### src/rtl/xpc_pkg.sv
// constants for the extended pointer and computed call execution block
// assumes a single core clock with four phases folded into one edge
package xpc_pkg;
  localparam int          PTR_W      = 12;
  localparam int          PTR_N      = 3;
  localparam int          PC_W       = 21;
  localparam int          STK_DEPTH  = 31;
  localparam int          STK_AW     = 5;
  localparam int          LIT_W      = 6;
  localparam logic [7:0]  OP_ADDPTR  = 8'he8;
  localparam logic [15:0] OP_CALL_VIA_WORKING_REG   = 16'h0014;
  localparam logic [1:0]  SEL_FRAME  = 2'h3;
  localparam logic [1:0]  FRAME_IDX  = 2'h2;
  localparam logic [PC_W-1:0]   RET_OFS  = 21'h000002;
  localparam logic [PC_W-1:0]   PC_RST   = 21'h000000;
  localparam logic [PTR_W-1:0]  PTR_RST  = 12'h000;
  localparam logic [STK_AW-1:0] SP_EMPTY = 5'h00;
  localparam logic [STK_AW-1:0] SP_FULL  = 5'h1f;
  localparam logic [STK_AW-1:0] SP_ONE   = 5'h01;
  localparam logic [7:0]  SEL_HI     = 8'h0f;
  localparam int          LIT_LSB    = 0;
  localparam int          SEL_LSB    = 6;
  localparam int          OP_LSB     = 8;
  typedef enum logic [0:0] {ST_RUN, ST_NOP} xpc_state_t;
endpackage

### src/rtl/xpc_exec.sv
// execution of add-to-pointer, add-frame-and-return and call via w
// assumes decode presents one instruction per cycle on instr_valid,
// same clock, and holds off while busy_q is high
//
// How it works
// - add 6-bit literal to chosen pointer, one cycle
// - select 11 means frame variant on pointer two
// - frame variant then loads pc from stack top
// - frame variant takes two cycles, second idle
// - computed call pushes pc plus two first, unless sp_q is at SP_FULL
// - working register replaces pc low byte
// - latches fill pc high byte and upper five bits
// - computed call is two cycles, second idle
// - computed call saves no shadow registers
// - decode only while extended set bit is set
`timescale 1ns/10ps
module xpc_exec (
  input  wire logic                               clk,
  input  wire logic                               arst_n,
  input  wire logic                               ce,
  input  wire logic                               ext_set_pin,
  input  wire logic                               instr_valid,
  input  wire logic [15:0]                        instr,
  input  wire logic [xpc_pkg::PC_W-1:0]           pc_in,
  input  wire logic [7:0]                         working_register,
  input  wire logic [7:0]                         pc_high_latch,
  input  wire logic [7:0]                         pc_upper_latch,
  input  wire logic                               ptr_wr_en,
  input  wire logic [1:0]                         ptr_wr_sel,
  input  wire logic [xpc_pkg::PTR_W-1:0]          ptr_wr_data,
  output logic [xpc_pkg::PTR_N-1:0][xpc_pkg::PTR_W-1:0] ptrs_q,
  output logic [xpc_pkg::PC_W-1:0]                pc_q,
  output logic                                    pc_load_q,
  output logic                                    busy_q,
  output logic                                    handled_q,
  output logic [xpc_pkg::STK_AW-1:0]              sp_q,
  output logic [xpc_pkg::PC_W-1:0]                top_of_return_stack
);
  //////////////////////////////////////////////////////////////////////
  // config bit synchroniser
  logic ext_meta_q;
  logic ext_en_q;

  always_ff @(posedge clk or negedge arst_n) begin
    if (!arst_n) begin
      ext_meta_q <= 1'b0;
      ext_en_q   <= 1'b0;
    end else if (ce) begin
      ext_meta_q <= ext_set_pin;
      ext_en_q   <= ext_meta_q;
    end
  end

  //////////////////////////////////////////////////////////////////////
  // decode
  function automatic logic is_addptr(input logic [15:0] w);
    return w[15:xpc_pkg::OP_LSB] == xpc_pkg::OP_ADDPTR;
  endfunction

  function automatic logic is_call_via_working_reg(input logic [15:0] w);
    return w == xpc_pkg::OP_CALL_VIA_WORKING_REG;
  endfunction

  xpc_pkg::xpc_state_t state_q;
  logic       take;
  logic       do_add;
  logic       do_ret;
  logic       do_call;
  logic [1:0] sel;
  logic [1:0] tgt;
  logic [xpc_pkg::PTR_W-1:0] lit;

  assign take    = ce && instr_valid && ext_en_q
                   && (state_q == xpc_pkg::ST_RUN);
  assign sel     = instr[xpc_pkg::SEL_LSB +: 2];
  assign lit     = {{(xpc_pkg::PTR_W-xpc_pkg::LIT_W){1'b0}},
                    instr[xpc_pkg::LIT_LSB +: xpc_pkg::LIT_W]};
  assign do_add  = take && is_addptr(instr);
  assign do_ret  = do_add && (sel == xpc_pkg::SEL_FRAME);
  assign do_call = take && is_call_via_working_reg(instr);
  assign tgt     = do_ret ? xpc_pkg::FRAME_IDX : sel;

  //////////////////////////////////////////////////////////////////////
  // sequencing of the idle second cycle
  always_ff @(posedge clk or negedge arst_n) begin
    if (!arst_n) begin
      state_q <= xpc_pkg::ST_RUN;
    end else if (ce) begin
      unique case (state_q)
        xpc_pkg::ST_RUN: begin
          if (do_ret || do_call) begin
            state_q <= xpc_pkg::ST_NOP;
          end
        end
        xpc_pkg::ST_NOP: begin
          state_q <= xpc_pkg::ST_RUN;
        end
      endcase
    end
  end

  always_ff @(posedge clk or negedge arst_n) begin
    if (!arst_n) begin
      busy_q    <= 1'b0;
      handled_q <= 1'b0;
    end else if (ce) begin
      busy_q    <= do_ret || do_call;
      handled_q <= do_add || do_call;
    end
  end

  //////////////////////////////////////////////////////////////////////
  // pointer registers
  for (genvar g = 0; g < xpc_pkg::PTR_N; g++) begin : g_ptr
    always_ff @(posedge clk or negedge arst_n) begin
      if (!arst_n) begin
        ptrs_q[g] <= xpc_pkg::PTR_RST;
      end else if (ce) begin
        if (do_add && (tgt == 2'(g))) begin
          ptrs_q[g] <= ptrs_q[g] + lit;
        end else if (ptr_wr_en && (ptr_wr_sel == 2'(g))) begin
          ptrs_q[g] <= ptr_wr_data;
        end
      end
    end
  end

  //////////////////////////////////////////////////////////////////////
  // return stack and program counter
  logic [xpc_pkg::PC_W-1:0]   stk_rd;
  logic [xpc_pkg::STK_AW-1:0] rd_addr;
  logic                       push;

  assign push    = do_call && (sp_q != xpc_pkg::SP_FULL);
  assign rd_addr = sp_q - xpc_pkg::SP_ONE;
  assign top_of_return_stack = stk_rd;

  xpc_ret_stack u_stack (
    .clk     (clk),
    .ce      (ce),
    .wr_en   (push),
    .wr_addr (sp_q),
    .wr_data (pc_in + xpc_pkg::RET_OFS),
    .rd_addr (rd_addr),
    .rd_q    (stk_rd)
  );

  always_ff @(posedge clk or negedge arst_n) begin
    if (!arst_n) begin
      sp_q <= xpc_pkg::SP_EMPTY;
    end else if (ce) begin
      if (push) begin
        sp_q <= sp_q + xpc_pkg::SP_ONE;
      end else if (do_ret && (sp_q != xpc_pkg::SP_EMPTY)) begin
        sp_q <= sp_q - xpc_pkg::SP_ONE;
      end
    end
  end

  // the call touches only pc and stack; w, status and bank stay put
  always_ff @(posedge clk or negedge arst_n) begin
    if (!arst_n) begin
      pc_q      <= xpc_pkg::PC_RST;
      pc_load_q <= 1'b0;
    end else if (ce) begin
      pc_load_q <= do_ret || do_call;
      if (do_ret) begin
        pc_q <= stk_rd;
      end else if (do_call) begin
        pc_q <= {pc_upper_latch[4:0], pc_high_latch,
                 working_register};
      end
    end
  end
endmodule

### src/rtl/xpc_ret_stack.sv
// hardware return stack storage, one write port and one read port
// assumes the caller keeps the pointer; read data is registered
`timescale 1ns/10ps
module xpc_ret_stack (
  input  wire logic                          clk,
  input  wire logic                          ce,
  input  wire logic                          wr_en,
  input  wire logic [xpc_pkg::STK_AW-1:0]    wr_addr,
  input  wire logic [xpc_pkg::PC_W-1:0]      wr_data,
  input  wire logic [xpc_pkg::STK_AW-1:0]    rd_addr,
  output logic      [xpc_pkg::PC_W-1:0]      rd_q
);
  logic [xpc_pkg::PC_W-1:0] mem [xpc_pkg::STK_DEPTH+1];

  always_ff @(posedge clk) begin
    if (ce && wr_en) begin
      mem[wr_addr] <= wr_data;
    end
  end

  always_ff @(posedge clk) begin
    if (ce) begin
      rd_q <= mem[rd_addr];
    end
  end
endmodule

### config.mk
export PLATFORM = sky130hd
export DESIGN_NAME = xpc_exec
export DESIGN_NICKNAME = d
export VERILOG_FILES = /design/src/rtl/xpc_pkg.sv /design/src/rtl/xpc_exec.sv /design/src/rtl/xpc_ret_stack.sv
export SDC_FILE = /design/constraint.sdc
export NUM_CORES = 1
export LEC_CHECK = 0
export BUFFER_PORTS_ARGS = -buffer_cell sky130_fd_sc_hd__buf_2
export CAP_MARGIN = 20
export CORE_MARGIN = 3
export CORE_UTILIZATION = 35
export DETAILED_ROUTE_END_ITERATION = 12
export PLACE_DENSITY = 0.6
export SETUP_SLACK_MARGIN = 0.15
export SLEW_MARGIN = 20
export SYNTH_ARGS = -nofsm -noshare
export SYNTH_HDL_FRONTEND = slang
export SYNTH_SLANG_ARGS = --single-unit
### constraint.sdc
create_clock -name clk -period 3.7 [get_ports clk]
set_input_delay 0 -clock clk [delete_from_list [all_inputs] [get_ports clk]]
set_output_delay 0 -clock clk [all_outputs]
set_load 0.02 [all_outputs]
==> results of run 1 <==
## flip-flops by register name, indices dropped and copies added, names as in the netlist
register and flops:
ext_en_q 1, ext_meta_q 1, handled_q 1, pc_load_q 1
pc_q 21, ptrs_q 36, sp_q 5, state_q 1
u_stack.mem 672, u_stack.rd_q 21
## worst max-delay path, cell delays in order, from the launching register on
cell and delay (ns):
dfrtp_4 0.53, inv_1 0.17, ha_1 0.48, nor2b_1 0.23, a21oi_1 0.10, o311ai_2 0.31
buf_4 0.38, nand3_1 0.26, nand3_1 0.26, a31oi_1 0.06
## power breakdown
part,internal [mW],total [mW],switching (mW)
registers,9.48,9.59,0.110
clock network,4.17,7.38,3.21
logic,0.376,1.02,0.641
## cell type report
| class | count | share of cell area, % |
|---|---|---|
| multi-input cells | 900 | 22.6 |
| repair buffers | 289 | 5.48 |
| clock inverters | 45 | 1.09 |
| inverters | 20 | 0.204 |
| well taps | 1155 | 3.94 |
| flip-flops and latches | 760 | 61.3 |
| clock buffers | 91 | 5.45 |
## worst max path at each step
| stage | from | to | slack (ns) | cells past startpoint |
|---|---|---|---|---|
| after floorplan | sp_q[1]$_DFFE_PN0P_ | u_stack.mem[12][0]$_DFFE_PP_ | 0.23 | 7 |
| after CTS | sp_q[0]$_DFFE_PN0P_ | u_stack.rd_q[3]$_DFFE_PP_ | 0.63 | 9 |
| after detailed placement | sp_q[0]$_DFFE_PN0P_ | u_stack.rd_q[10]$_DFFE_PP_ | 0.67 | 9 |
| final | sp_q[0]$_DFFE_PN0P_ | u_stack.rd_q[0]$_DFFE_PP_ | 0.63 | 9 |
| after global placement | sp_q[0]$_DFFE_PN0P_ | u_stack.rd_q[10]$_DFFE_PP_ | 0.69 | 9 |
| after global routing | sp_q[1]$_DFFE_PN0P_ | u_stack.rd_q[3]$_DFFE_PP_ | 0.43 | 9 |
## metrics by stage
step | power, mW | hold WS (ns)
after detailed placement | 10.7 | 0.189
after floorplan | 10.3 | -0.296
final | 18.0 | 0.0414
after CTS | 18.2 | 0.00870
after global routing | 18.6 | 0.0331
after global placement | 10.7 | 0.178
## cell families after synthesis
group	Yosys count
DFF	760
and+or+nand+nor	479
muxes	204
AOI/OAI and AO/OA	162
buffers and inverters	109
adders and majority gates	28
xor gates and xnor gates	27
## cell usage after synthesis (4+ instances only)
cell | number | area share, %
edfxtp_1 | 693 | 67
nand2_1 | 206 | 2.5
mux4_2 | 168 | 12
nand3_1 | 101 | 1.6
nor2_1 | 84 | 1.0
dfrtp_1 | 67 | 5.4
a21oi_1 | 44 | 0.71
buf_2 | 36 | 0.58
clkbuf_1 | 36 | 0.44
mux2i_1 | 33 | 1.1
o21ai_0 | 27 | 0.44
ha_1 | 25 | 1.0
a31oi_1 | 22 | 0.44
xnor2_1 | 21 | 0.59
inv_1 | 19 | 0.23
nor3_1 | 18 | 0.29
and3_1 | 14 | 0.28
nand4_1 | 11 | 0.22
a211oi_1 | 10 | 0.24
buf_4 | 10 | 0.24
o21a_1 | 8 | 0.19
and4_1 | 7 | 0.20
or3_1 | 7 | 0.14
a21o_1 | 6 | 0.15
nand2b_1 | 6 | 0.12
nor2b_1 | 6 | 0.12
o22ai_1 | 6 | 0.12
xor2_1 | 6 | 0.17
a311oi_1 | 4 | 0.11
buf_1 | 4 | 0.048
nor4_1 | 4 | 0.081
o211ai_1 | 4 | 0.097
o31ai_1 | 4 | 0.097
## repair_timing
action | CTS | global route
endpoints found under the setup margin | 0 | 0
hold endpoints to repair | 327 | 21
hold buffers | 56 | 2
## metal layers
layer / up-vias / track usage, % / routed length, um
li1: 7572 / - / -
met1: 8802 / 21.2 / 31700
met2: 491 / 25.3 / 34600
met3: 100 / 2.68 / 4140
met4: 0 / 4.32 / 1420
met5: - / 0 / 0
## cells in the final DEF, fill, tap and decap left out, types with 17 or more instances in the layout
master | synthesis | final
edfxtp_1 | 693 | 693
nand2_1 | 206 | 206
mux4_2 | 168 | 168
buf_2 | 36 | 162
nand3_1 | 101 | 101
clkbuf_16 | 0 | 77
dfrtp_1 | 67 | 66
buf_4 | 10 | 61
dlygate4sd3_1 | 0 | 58
nor2_1 | 84 | 56
a21oi_1 | 44 | 44
mux2i_1 | 33 | 33
nor2_2 | 1 | 29
o21ai_0 | 27 | 27
ha_1 | 25 | 24
a31oi_1 | 22 | 22
inv_1 | 19 | 19
clkinv_1 | 0 | 17
==> impl_metrics.ini, run 1 <==
[outcome]
status = completed

[logic_synthesis]
synth_fa_ha_area_share_pct = 1.20
syn-instance-count = 1769
ys_ff_latch = 760
avgSynthCellArea_um2 = 17.5
synthMuxAreaShare_pct = 13.4
yosysSeqAreaShare_pct = 72.6
synth_warnings = 0
yosys.area_share.simple_pct = 7.09
synth_compound_area_share_pct = 3.33
synth-xor-area-share_pct = 0.763
synth_nets = 1878
synth_edf_count = 693
ys.flop_type = edfxtp_1
netlist_area_um2 = 31000
synth_top_family_by_area = multiplexers
synth-async-reset-ratio_pct = 8.82
yosysUniqueCellTypes = 65

[timing]
tightest_slew_ns = 1.11
rsz0062_at_grt = no
fmax_mhz = 326
drv_slew = 0
layout_min_cycle_time_ns = 3.07
setup_ws_ns = 0.632
tns_ns = 0
maxSlewHeadroom_pct = 26.2
fin_crit_sh_pct = 82.9
finClkSkew_ns = 0.0325
finalHoldViolCount = 0
setup_viol = 0

[cells_and_area]
final_area_um2 = 36700
fin_util_pct = 42.1
drive_gt1_share_pct = 27.2
regArea_um2 = 22500
fin_cells = 3260
area_growth_pct = 18.5
n_antenna_cell = 0
fill_cells = 7694
multi_input_area_um2 = 8290
finalNetCount = 2156

[global_routing]
grt_max_degree = 92
antenna_found_initial = 0
grtUsageTotal_pct = 15.4
grt_overflow = 0
grt_pass1_vias = 17300
grt_pass1_wl_mm = 107

[clocking]
cts_resized = 0
cts.sinks = 760
cts_setup_buffers = 0
cts_tree = built
clock-root-buffer = clkbuf_16
cts_buffers = 76
clk_latency_ns = 0.63
htree_num_levels = 3
cts_max_path_buffers = 3
clkTransAtPathRegs_ns = 0.06

[hold_path]
min-delay-start = instr[1]
min_path_cells = 4
hold_path_end = ptrs_q[25]$_DFFE_PN0P_
min_path_type = in2reg

[worst_setup_path]
critical_path_required_ns = 4.04
ff2ff_setup_slack_ns = 0.63
worst_ep_arrival_time_ns = 3.40
endpoint_kind = flop
rr_endpoint = u_stack.rd_q[0]$_DFFE_PP_
path_class = reg2reg
timing.rr.start = sp_q[0]$_DFFE_PN0P_
ff2ff_path_depth = 9
startpoint_type = flop
critical_path_peak_fanout = 21

[place]
place_hpwl_mm = 44.0
place_area_um2 = 33700
placedCellCount = 3064
gp_congestion = 0.811
portBuffers = 163
post-place-ws_ns = 0.670

[floorplan]
io_pins = 167
fp.dieH_um = 304
die_area_um2 = 92100
die_x_um = 304
rows = 108
core-area_um2 = 87300
start_util_pct = 35.5

[power]
ir_drop_uv = 363
leakage_nw = 12.7
power_density_nw_per_um2 = 490

[route]
final_antenna_net_count = 0
post_drt_wl_per_cell_um = 22.0
routed_via_density = 5.20
vias = 17000
drcViolationCount = 0
drtIter0Drc = 1434
wirelength_mm = 71.8
dr.pass1.iters = 5

[job]
maxCapViolations = 0
Power figures use the tool's default switching activity.
==> run 2: changes to the inputs <==
--- a/config.mk
+++ b/config.mk
@@ -5,12 +5,13 @@
 export SDC_FILE = /design/constraint.sdc
 export NUM_CORES = 1
 export LEC_CHECK = 0
+export ABC_AREA = 1
 export BUFFER_PORTS_ARGS = -buffer_cell sky130_fd_sc_hd__buf_2
 export CAP_MARGIN = 20
 export CORE_MARGIN = 3
 export CORE_UTILIZATION = 35
 export DETAILED_ROUTE_END_ITERATION = 12
-export PLACE_DENSITY = 0.6
+export PLACE_DENSITY = 0.61
 export SETUP_SLACK_MARGIN = 0.15
 export SLEW_MARGIN = 20
 export SYNTH_ARGS = -nofsm -noshare
==> constraint.sdc (replaced) <==
create_clock -name clk -period 2.6 [get_ports clk]
set_input_delay 0 -clock clk [delete_from_list [all_inputs] [get_ports clk]]
set_output_delay 0 -clock clk [all_outputs]
set_load 0.02 [all_outputs]
==> impl_metrics.ini, run 2 <==
[logic_synthesis]
avgSynthCellArea_um2 = 10.5
ys.flop_type = edfxtp_1
synth_area_leaders = edfxtp_1 62%, nor2_1 8.4%, nand2_1 6.6%
netlist_area_um2 = 33300
synth-async-reset-ratio_pct = 8.82
synth_most_common_cell = nor2_1
synth_edf_count = 693
yosysTopAreaCellShare_pct = 62.4
ys_ff_latch = 760
syn-instance-count = 3171
yosysSeqAreaShare_pct = 67.5
yosysUniqueCellTypes = 36
synth_nets = 3280
synth_warnings = 0
synthTopCellsByCount = 743 x nor2_1, 693 x edfxtp_1, 587 x nand2_1, 356 x o21ai_0, 328 x nand3_1
synth_top_cell_by_area = edfxtp_1

[global_routing]
grt_pass1_vias = 22800
grt_pass1_wl_mm = 143
grtUsageTotal_pct = 19.3
antenna_found_initial = 3
grt_max_degree = 176
grt_overflow = 0

[timing]
tns_ns = 0
drv_slew = 0
finClkSkew_ns = 0.0324
setup_ws_ns = 0.144
finalHoldViolCount = 0
holdWs_ns = 0.00593
layout_min_cycle_time_ns = 2.46
fin_crit_sh_pct = 94.5
setup_viol = 0
maxSlewHeadroom_pct = 37.6
rsz0062_at_grt = yes
fmax_mhz = 407
tightest_slew_ns = 0.936

[cells_and_area]
fill_cells = 8867
drive_gt1_share_pct = 13.7
largest_reg_flops = 672
final_cell_mix = 711 x nor2_1, 693 x edfxtp_1, 587 x nand2_1
finalNetCount = 3542
largest_register = u_stack.mem
top_regs = u_stack.mem x672, ptrs_q x36
area_growth_pct = 20.3
final_common_cell = nor2_1
fin_util_pct = 42.7

[route]
routed_via_density = 5.13
drcViolationCount = 0
wirelength_mm = 98.5
post_drt_wl_per_cell_um = 20.7
drtIter0Drc = 3179
vias = 24400
dr.pass1.iters = 6
final_antenna_net_count = 0

[place]
post-place-ws_ns = 0.0698
gp_congestion = 0.905
place_hpwl_mm = 60.5
portBuffers = 163

[floorplan]
fp.dieH_um = 315
die_x_um = 315
die_area_um2 = 99000
start_util_pct = 35.5
io_pins = 167
core-area_um2 = 93900
rows = 112

[worst_setup_path]
rr_endpoint = u_stack.mem[13][9]$_DFFE_PP_
cpPeakStageDelay_ns = 0.49
critical_path_required_ns = 2.93
timing.rr.start = sp_q[0]$_DFFE_PN0P_
startpoint_type = flop
crit_start = sp_q[0]$_DFFE_PN0P_
ff2ff_setup_slack_ns = 0.14
critical_path_peak_fanout = 165
path_class = reg2reg
ff2ff_path_depth = 5
endpoint_kind = flop
worst_ep_arrival_time_ns = 2.79
path_cells = buf_12, ha_1, nand2_8, nor2_4, clkbuf_16
crit_path_top_delay_cell = dfrtp_4

[clocking]
cts_buffers = 78
clock-root-buffer = clkbuf_16
cts.sinks = 760
clk_latency_ns = 0.65
clkTransAtPathRegs_ns = 0.07
cts_tree = built
cts_max_path_buffers = 3
htree_num_levels = 3

[job]
maxCapViolations = 0

[power]
power_density_nw_per_um2 = 665
ir_drop_uv = 447
leakage_nw = 15.1

[outcome]
status = completed

[hold_path]
min_path_type = in2async
[run 2: cell types whose count changed after synthesis, sizes merged, moves of 77 or more]
cell   delta
nor2    +667
nand3   +228
o21ai   +330
inv      +77
mux4    -168
nand2   +389
[run 2: area by class of cell]
| type | instances | area (um2) | area share [%] |
|---|---|---|---|
| timing repair buffer | 346 | 3050 | 7.62 |
| clock inverter | 44 | 556 | 1.39 |
| sequential | 760 | 22500 | 56.1 |
| multi-input combinational | 2149 | 10000 | 25.0 |
| tap | 1254 | 1570 | 3.91 |
| clock buffer | 97 | 2020 | 5.05 |
| inverter | 98 | 392 | 0.977 |
| antenna | 1 | 2.50 | 0.00624 |
[run 2: metal layers]
layer	wire length, um	part of all wire [%]	vias to the layer above	GRT usage [%]
li1	-	-	11400	-
met2	43400	44	1066	29.6
met3	8750	8.9	144	3.75
met4	2640	2.7	2	5.32
met5	17	0.017	-	0
met1	43700	44	11800	28.1
[run 2: cells by family (layout without fill, tap and decap cells)]
family / after synthesis / count (layout) / synth area share (%)
AO/OA/AOI/OAI: 372 / 372 / 5.64
other: 0 / 1 / 0
XOR/XNOR: 30 / 30 / 0.867
AND/OR/NAND/NOR: 1719 / 1719 / 21.4
buffers and inverters: 262 / 585 / 3.48
adder cells (fa/ha/maj): 28 / 28 / 1.12
flip-flops: 760 / 760 / 67.5
[run 2: how the worst max path moves through the flow]
stage                     slack (ns)                             to
after floorplan                 0.02    u_stack.mem[0][0]$_DFFE_PP_
after global placement          0.11  u_stack.mem[21][12]$_DFFE_PP_
after detailed placement        0.07   u_stack.mem[28][5]$_DFFE_PP_
after CTS                       0.11  u_stack.mem[28][11]$_DFFE_PP_
after global routing            0.09  u_stack.mem[13][10]$_DFFE_PP_
final                           0.14   u_stack.mem[13][9]$_DFFE_PP_
[run 2: critical path: cells and delay by family (launching register included)]
| family | cells | cell delay (ns) |
|---|---|---|
| buffers and inverters | 2 | 0.70 |
| DFF | 1 | 0.49 |
| and+or+nand+nor | 2 | 0.39 |
| adders and majority gates | 1 | 0.38 |
[run 2: timing repair]
action | in CTS | in global routing
pin swaps | 0 | 3
setup buffers | 1 | 3
endpoints found under the setup margin | 672 | 695
resized for setup | 1 | 19
gates cloned | 0 | 4
endpoints found under the hold margin | 237 | 0
hold buffers | 67 | 0
[run 2: report_power, final]
group	switching, mW	internal, mW
Clock	4.74	6.66
Combinational	1.09	0.514
Sequential	0.173	13.5
[run 2: metrics by stage]
step	std cells	power, mW	instance area, um2
2_1_floorplan	3171	14.7	33400
3_3_place_gp	4532	15.4	36600
3_5_place_dp	4532	15.4	36600
4_1_cts	4741	26.8	39900
5_1_grt	4748	27.5	40100
6_report	4749	26.7	40100
